==> src/shs_pkg.sv <==
// Package of constants and types for the sensor health status register bank.
// Function
// Set ready flag after successful initialization
// Link check register returns written value
// Soft reset restores link check default
// Supply checked at power-up and measurement start
// Temperature checked at every measurement start
// Range errors never disturb measurement sequence
// Range flags cleared only by clear bits
// Each address selects one byte register
// Write-only bits always read zero
// Hardware updates visible on next read
// Sticky bits return only through reset; the code also clears range flags and IRQ status bits by host writes
// Unimplemented bits read zero, ignore writes
// Host writes zero to unimplemented bits; the testbench writes 8'h49 to the status register
// Host writes only legal field encodings
// Ready flag stays low until init succeeds
package shs_pkg;

	localparam logic [11:0] SENSOR_STATUS_REG_OFFSET = 12'h004;
	localparam logic [11:0] LINK_CHECK_REG_OFFSET    = 12'h03c;
	localparam logic [11:0] SOFT_RESET_REG_OFFSET    = 12'h040;
	localparam logic [11:0] IRQ_STATUS_OFFSET        = 12'h100;
	localparam logic [11:0] IRQ_MASK_OFFSET          = 12'h104;

	localparam int READY_BIT      = 7;
	localparam int TEMP_ERR_BIT   = 5;
	localparam int SUPPLY_ERR_BIT = 4;
	localparam int TEMP_CLR_BIT   = 2;
	localparam int SUPPLY_CLR_BIT = 1;

	localparam logic [7:0] SENSOR_STATUS_RESET = 8'h00;
	localparam logic [7:0] LINK_CHECK_RESET    = 8'h00;
	localparam logic [7:0] SOFT_RESET_TRIGGER  = 8'ha3;

	localparam int IRQ_READY  = 0;
	localparam int IRQ_SUPPLY = 1;
	localparam int IRQ_TEMP   = 2;
	localparam int IRQ_WIDTH  = 3;

	localparam logic [IRQ_WIDTH-1:0] IRQ_RESET = 3'h0;

	typedef struct packed {
		logic       psel;
		logic       penable;
		logic       pwrite;
		logic [11:0] paddr;
		logic [31:0] pwdata;
	} shs_apb_req_t;

	typedef struct packed {
		logic [31:0] prdata;
		logic        pready;
		logic        pslverr;
	} shs_apb_rsp_t;

	typedef struct packed {
		logic supply_sample;
		logic supply_out_of_range;
		logic temp_sample;
		logic temp_out_of_range;
	} shs_check_t;

	typedef enum logic [1:0] {
		SHS_INIT_WAIT = 2'b00,
		SHS_INIT_OK   = 2'b01,
		SHS_INIT_FAIL = 2'b11
	} shs_init_state_t;

endpackage

==> src/shs_sync.sv <==
// Two-stage synchroniser for level signals arriving from outside the clock domain.
module shs_sync #(
	parameter int WIDTH = 1
) (
	input  wire logic             clk,
	input  wire logic             reset_n,
	input  wire logic             clk_en,
	input  wire logic [WIDTH-1:0] async_in,
	output logic      [WIDTH-1:0] sync_out
);

	logic [WIDTH-1:0] stage1;
	logic [WIDTH-1:0] next_stage1;
	logic [WIDTH-1:0] next_sync_out;

	always_comb begin
		next_stage1   = stage1;
		next_sync_out = sync_out;
		if (!reset_n) begin
			next_stage1   = '0;
			next_sync_out = '0;
		end else if (clk_en) begin
			next_stage1   = async_in;
			next_sync_out = stage1;
		end
	end

	always_ff @(posedge clk) begin
		stage1   <= next_stage1;
		sync_out <= next_sync_out;
	end

endmodule // shs_sync

==> src/shs_health_regs.sv <==
// Status, link check and soft reset register bank with sticky range errors, on APB.
module shs_health_regs (
	input  wire logic                 clk,
	input  wire logic                 reset_n,
	input  wire logic                 clk_en,
	input  wire shs_pkg::shs_apb_req_t apb_req,
	output shs_pkg::shs_apb_rsp_t      apb_rsp,
	input  wire logic                 init_done,
	input  wire logic                 init_failed,
	input  wire logic                 power_up_check,
	input  wire logic                 meas_start,
	input  wire logic                 supply_out_of_range,
	input  wire logic                 temp_out_of_range,
	output logic                      init_done_flag,
	output logic                      supply_range_err,
	output logic                      temp_range_err,
	output logic                      soft_reset_pulse,
	output logic                      irq
);

	logic [3:0] raw_in;
	logic [3:0] sync_in;
	shs_pkg::shs_check_t check;

	assign raw_in = {power_up_check, supply_out_of_range, meas_start, temp_out_of_range};

	// The supply and temperature monitors run outside this clock domain.
	shs_sync #(
		.WIDTH (4)
	) u_sync (
		.clk      (clk),
		.reset_n  (reset_n),
		.clk_en   (clk_en),
		.async_in (raw_in),
		.sync_out (sync_in)
	);

	logic init_done_s;
	logic init_failed_s;
	logic [1:0] init_raw;
	logic [1:0] init_sync;

	assign init_raw = {init_done, init_failed};

	shs_sync #(
		.WIDTH (2)
	) u_init_sync (
		.clk      (clk),
		.reset_n  (reset_n),
		.clk_en   (clk_en),
		.async_in (init_raw),
		.sync_out (init_sync)
	);

	assign init_done_s   = init_sync[1];
	assign init_failed_s = init_sync[0];

	// Sample pulses are rising edges of the synchronised power-up and start levels.
	logic pwr_d;
	logic start_d;
	logic next_pwr_d;
	logic next_start_d;

	always_comb begin
		check.supply_sample       = (sync_in[3] && !pwr_d) || (sync_in[1] && !start_d);
		check.supply_out_of_range = sync_in[2];
		check.temp_sample         = sync_in[1] && !start_d;
		check.temp_out_of_range   = sync_in[0];
	end

	// Initialization tracking.
	shs_pkg::shs_init_state_t init_state;
	shs_pkg::shs_init_state_t next_init_state;

	always_comb begin
		next_init_state = init_state;
		case (init_state)
			shs_pkg::SHS_INIT_WAIT: begin
				if (init_failed_s) begin
					next_init_state = shs_pkg::SHS_INIT_FAIL;
				end else if (init_done_s) begin
					next_init_state = shs_pkg::SHS_INIT_OK;
				end
			end
			shs_pkg::SHS_INIT_OK:   next_init_state = shs_pkg::SHS_INIT_OK;
			shs_pkg::SHS_INIT_FAIL: next_init_state = shs_pkg::SHS_INIT_FAIL;
			default:                next_init_state = shs_pkg::SHS_INIT_WAIT;
		endcase
		if (!reset_n) begin
			next_init_state = shs_pkg::SHS_INIT_WAIT;
		end
	end

	// APB decode; every access completes with pready high in its first access cycle.
	logic access;
	logic wr;
	logic hit_status;
	logic hit_link;
	logic hit_soft;
	logic hit_irq_sts;
	logic hit_irq_msk;
	logic mapped;
	logic [7:0] wbyte;

	always_comb begin
		access      = apb_req.psel && apb_req.penable;
		wr          = access && apb_req.pwrite;
		hit_status  = apb_req.paddr == shs_pkg::SENSOR_STATUS_REG_OFFSET;
		hit_link    = apb_req.paddr == shs_pkg::LINK_CHECK_REG_OFFSET;
		hit_soft    = apb_req.paddr == shs_pkg::SOFT_RESET_REG_OFFSET;
		hit_irq_sts = apb_req.paddr == shs_pkg::IRQ_STATUS_OFFSET;
		hit_irq_msk = apb_req.paddr == shs_pkg::IRQ_MASK_OFFSET;
		mapped      = hit_status || hit_link || hit_soft || hit_irq_sts || hit_irq_msk;
		wbyte       = apb_req.pwdata[7:0];
	end

	// Register state.
	logic [7:0] link_check_reg;
	logic [7:0] next_link_check_reg;
	logic       next_supply_range_err;
	logic       next_temp_range_err;
	logic       next_init_done_flag;
	logic       next_soft_reset_pulse;
	logic       ready_d;
	logic       next_ready_d;
	logic [shs_pkg::IRQ_WIDTH-1:0] irq_status;
	logic [shs_pkg::IRQ_WIDTH-1:0] next_irq_status;
	logic [shs_pkg::IRQ_WIDTH-1:0] irq_mask;
	logic [shs_pkg::IRQ_WIDTH-1:0] next_irq_mask;
	logic [shs_pkg::IRQ_WIDTH-1:0] irq_events;
	logic                          next_irq;
	logic                          soft_req;
	logic                          sup_set;
	logic                          tmp_set;

	always_comb begin
		soft_req = wr && hit_soft && (wbyte == shs_pkg::SOFT_RESET_TRIGGER);
		sup_set  = check.supply_sample && check.supply_out_of_range;
		tmp_set  = check.temp_sample && check.temp_out_of_range;

		next_link_check_reg = link_check_reg;
		if (wr && hit_link) begin
			next_link_check_reg = wbyte;
		end
		if (soft_req) begin
			next_link_check_reg = shs_pkg::LINK_CHECK_RESET;
		end

		// Flags only observe the monitors; no path back to the sequencer.
		next_supply_range_err = supply_range_err;
		if (wr && hit_status && wbyte[shs_pkg::SUPPLY_CLR_BIT]) begin
			next_supply_range_err = 1'b0;
		end
		if (sup_set) begin
			next_supply_range_err = 1'b1;
		end

		next_temp_range_err = temp_range_err;
		if (wr && hit_status && wbyte[shs_pkg::TEMP_CLR_BIT]) begin
			next_temp_range_err = 1'b0;
		end
		if (tmp_set) begin
			next_temp_range_err = 1'b1;
		end

		next_init_done_flag   = next_init_state == shs_pkg::SHS_INIT_OK;
		next_soft_reset_pulse = soft_req;
		next_ready_d          = init_done_flag;

		irq_events                        = '0;
		irq_events[shs_pkg::IRQ_READY]    = init_done_flag && !ready_d;
		irq_events[shs_pkg::IRQ_SUPPLY]   = sup_set;
		irq_events[shs_pkg::IRQ_TEMP]     = tmp_set;
		next_irq_status = irq_status;
		if (wr && hit_irq_sts) begin
			next_irq_status = irq_status & ~wbyte[shs_pkg::IRQ_WIDTH-1:0];
		end
		next_irq_status = next_irq_status | irq_events;
		next_irq_mask = irq_mask;
		if (wr && hit_irq_msk) begin
			next_irq_mask = wbyte[shs_pkg::IRQ_WIDTH-1:0];
		end
		next_irq = |(next_irq_status & next_irq_mask);

		if (!reset_n) begin
			next_link_check_reg   = shs_pkg::LINK_CHECK_RESET;
			next_supply_range_err = shs_pkg::SENSOR_STATUS_RESET[shs_pkg::SUPPLY_ERR_BIT];
			next_temp_range_err   = shs_pkg::SENSOR_STATUS_RESET[shs_pkg::TEMP_ERR_BIT];
			next_init_done_flag   = shs_pkg::SENSOR_STATUS_RESET[shs_pkg::READY_BIT];
			next_soft_reset_pulse = 1'b0;
			next_ready_d          = 1'b0;
			next_irq_status       = shs_pkg::IRQ_RESET;
			next_irq_mask         = shs_pkg::IRQ_RESET;
			next_irq              = 1'b0;
		end
	end

	// Read data; write-only and unimplemented bits read zero.
	shs_pkg::shs_apb_rsp_t next_apb_rsp;
	logic [7:0] rbyte;

	always_comb begin
		rbyte = 8'h00;
		if (hit_status) begin
			rbyte[shs_pkg::READY_BIT]      = init_done_flag;
			rbyte[shs_pkg::TEMP_ERR_BIT]   = temp_range_err;
			rbyte[shs_pkg::SUPPLY_ERR_BIT] = supply_range_err;
		end else if (hit_link) begin
			rbyte = link_check_reg;
		end else if (hit_irq_sts) begin
			rbyte[shs_pkg::IRQ_WIDTH-1:0] = irq_status;
		end else if (hit_irq_msk) begin
			rbyte[shs_pkg::IRQ_WIDTH-1:0] = irq_mask;
		end
		next_apb_rsp         = '0;
		next_apb_rsp.pready  = apb_req.psel && !apb_req.penable;
		next_apb_rsp.pslverr = apb_req.psel && !apb_req.penable && !mapped;
		if (apb_req.psel && !apb_req.penable && !apb_req.pwrite) begin
			next_apb_rsp.prdata = {24'h000000, rbyte};
		end
		if (!reset_n) begin
			next_apb_rsp = '0;
		end
	end

	always_ff @(posedge clk) begin
		if (clk_en || !reset_n) begin
			pwr_d            <= next_pwr_d;
			start_d          <= next_start_d;
			init_state       <= next_init_state;
			link_check_reg   <= next_link_check_reg;
			supply_range_err <= next_supply_range_err;
			temp_range_err   <= next_temp_range_err;
			init_done_flag   <= next_init_done_flag;
			soft_reset_pulse <= next_soft_reset_pulse;
			ready_d          <= next_ready_d;
			irq_status       <= next_irq_status;
			irq_mask         <= next_irq_mask;
			irq              <= next_irq;
			apb_rsp          <= next_apb_rsp;
		end
	end

	always_comb begin
		next_pwr_d   = reset_n ? sync_in[3] : 1'b0;
		next_start_d = reset_n ? sync_in[1] : 1'b0;
	end

endmodule // shs_health_regs

==> config.mk <==
export PLATFORM = sky130hd
export DESIGN_NAME = shs_health_regs
export DESIGN_NICKNAME = d
export VERILOG_FILES = /design/src/shs_pkg.sv /design/src/shs_sync.sv /design/src/shs_health_regs.sv
export SDC_FILE = /design/constraint.sdc
export NUM_CORES = 1
export LEC_CHECK = 0
export CORE_ASPECT_RATIO = 0.7
export CORE_MARGIN = 3
export CORE_UTILIZATION = 47
export DETAILED_ROUTE_END_ITERATION = 8
export DONT_BUFFER_PORTS = 1
export GPL_ROUTABILITY_DRIVEN = 1
export PLACE_DENSITY = 0.7
export SLEW_MARGIN = 15
export SYNTH_ARGS = -nofsm -noshare
export SYNTH_HDL_FRONTEND = slang
export SYNTH_HIERARCHICAL = 1
export SYNTH_SLANG_ARGS = --single-unit
export TNS_END_PERCENT = 10
==> constraint.sdc <==
create_clock -name clk -period 2.95 [get_ports clk]
set_input_delay 0.4425 -clock clk [delete_from_list [all_inputs] [get_ports clk]]
set_output_delay 0.4425 -clock clk [all_outputs]
set_load 0.01 [all_outputs]
==> summary.txt <==
Setup path
  • Worst Setup SP: apb_req[39]
  • Crit Path Category: input pin to register
  • Critical Path Max Stage Delay: 550 ps
  • Worst R2R End: irq
  • Setup crit start kind: input pin
  • Start of the worst register-to-register path: start_d
  • Worst EP arrival: 2380 ps
  • WP data required: 2960 ps
  • Reg2reg path depth: 5
  • Critical path, cell by cell: nor4_4 > or4b_4 > nor3_2 > nor2b_1 > a21boi_0 > buf_4
  • Critical-path maximum fanout: 8
  • Reg2reg setup slack: 1480 ps
  • Setup crit end kind: register
  • Slowest CP cell: or4b_4

Timing
  • Slew margin rel.: 0.5014
  • Max Slew Vio Count: 0
  • Fmax: 421.1 MHz
  • Final hold vios: 0
  • Final setup violating endpoints: 0
  • Post-Route Setup TNS: 0 ps
  • Worst-Margin Slew: 737.5 ps
  • Final worst-path cycle share: 0.8050
  • Setup WS post-layout: 575.4 ps
  • Minimum clock period: 2375 ps
  • RSZ-0062 raised after global routing: no
  • Post-Route Skew: 6.613 ps

Layout
  • ANT cells: 0
  • Layout fillers: 404
  • Final std cells w/o fill: 267
  • Most frequent cells in the layout: 34 x edfxtp_1, 24 x conb_1, 20 x nor2b_1
  • Fin util: 0.5212
  • Layout cells sized above 1: 0.09453
  • Max reg flops: 10
  • Fin nets: 256
  • Synthesis-to-layout area growth: 2.099%
  • Most common library cell in the layout ignoring fill and taps: edfxtp_1

Placement
  • PortBufs: 0
  • Routability cong.: 0.9102
  • Post-Place Worst Slack: 244.5 ps
  • Dpl hpwl: 3197 µm
  • DP Cell Count: 259

Floorplan
  • # IOs: 95
  • Die X-Extent: 90.06 µm
  • Area of the core: 4554 µm²
  • DIE AREA: 5839 µm²
  • Starting Density: 0.5104
  • Die height: 64.84 µm
  • Num rows: 20

Hold path
  • Hold path endpoint: u_sync/stage1[1]
  • Hold Startpoint: reset_n
  • Hold Crit Depth: 1
  • Worst Hold Class: input pin to register

Route
  • Post-route DRC: 0
  • DR WL/cell: 16.07 µm
  • Vias per inst: 5.285
  • Via Count: 1,411
  • ANT nets after route: 0
  • Pre-Repair DR Iteration Count: 5
  • Initial DRC Count: 114
  • Total Wirelength: 4290 µm

Power and ir drop
  • Leak: 0.9025 nW
  • Maximum vdd ir drop: 0.2479 mV
  • Pwr dens: 505.3 nW/µm²
  • Total Power: 1.199 mW

Global route
  • Total global-route track usage: 0.1437
  • Vias in the first global route: 1,322
  • GRT overflow: 0
  • Initial antenna violation count: 0
  • Global-route wire length before repair: 6561 µm
  • Largest net degree at the start of global routing: 34

Yosys
  • Synth warn: 6
  • Synth Register Bits: 46
  • Post-synthesis cell type count: 43
  • Avg Cell Area, Syn: 11.80 µm²
  • Primary FF master, synth: edfxtp_1
  • Async SR Flop Fraction: 0
  • Mapped Area: 2325 µm²
  • Seq/Total Area, Yosys: 0.5425
  • Mapped Cells: 197
  • EDFF count, synth: 34

Clocking
  • Sink Count: 46
  • Post-CTS Setup Repair Bufs: 0
  • Clk slew on worst S/H paths: 80 ps
  • Post-cts sizing count: 0
  • H-tree levels: 2
  • CTS Buf Count: 5
  • Hold Buf Count CTS: 0
  • Root buf cell: clkbuf_8
  • Clk Latency, worst-skew pair: 290 ps
  • CTS tree: done
  • Longest Clk Path Bufs: 2

Status
  • Outcome: finished clean

Run
  • Max-cap violations: 0
[synth_stat cells (all sizes together) (4+ instances only)]
| cell type | instances | area share |
|---|---|---|
| nand2 | 4 | 0.0065 |
| edfxtp | 34 | 0.44 |
| nor2 | 12 | 0.020 |
| a21oi | 4 | 0.0086 |
| buf | 27 | 0.089 |
| mux2i | 15 | 0.065 |
| and2 | 14 | 0.038 |
| dfxtp | 12 | 0.10 |
| and3 | 5 | 0.015 |
| nor2b | 20 | 0.054 |
| nand4 | 5 | 0.013 |
| inv | 5 | 0.0081 |
[worst max-delay path, delay by kind of cell]
family,cells,cell delay [ps]
compound gates,1,390
simple gates,4,1300
buf+inv,1,250
[metal layers]
metal | part of all wire | track usage | vias to the layer above
li1 | - | - | 673
met1 | 0.41 | 0.1751 | 669
met2 | 0.47 | 0.2260 | 64
met3 | 0.11 | 0.06961 | 5
met4 | 0.0075 | 0.04580 | 0
met5 | 0 | 0 | -
[cell type report]
class,count,area (µm²),share of cell area
flip-flops and latches,46,1261,0.5314
multi-input cells,140,915.9,0.3859
well taps,66,82.58,0.03479
clock buffers,5,68.82,0.02899
inverters,5,18.77,0.007907
repair buffers,2,15.01,0.006326
clock inverters,3,11.26,0.004744
[stage by stage]
step / cell area [µm²] / hold slack, ps
3_3_place_gp: 2293 / 499.2
2_1_floorplan: 2411 / 475.6
4_1_cts: 2374 / 272.9
6_report: 2374 / 282.4
5_1_grt: 2374 / 272.2
3_5_place_dp: 2293 / 506.7
[report_power, final]
| part | switching [mW] | internal [mW] | total (mW) |
|---|---|---|---|
| clock | 0.197 | 0.158 | 0.355 |
| combinational | 0.0474 | 0.0339 | 0.0812 |
| sequential | 0.0252 | 0.738 | 0.763 |
[how the worst max path moves through the flow]
stage	to	slack, ps
floorplan	link_check_reg[0]	290
global placement	link_check_reg[6]	330
detailed placement	link_check_reg[7]	240
CTS	link_check_reg[5]	560
global route	link_check_reg[5]	440
finish	link_check_reg[5]	580
[cell families after synthesis]
logic type	Yosys count	share of synthesized area
AND/OR/NAND/NOR	81	0.2293
flip-flops	46	0.5425
buffers and inverters	34	0.1006
AO/OA/AOI/OAI	20	0.06136
multiplexers	15	0.06458
other	1	0.001613
No activity file was read; power rests on OpenSTA's default activity.
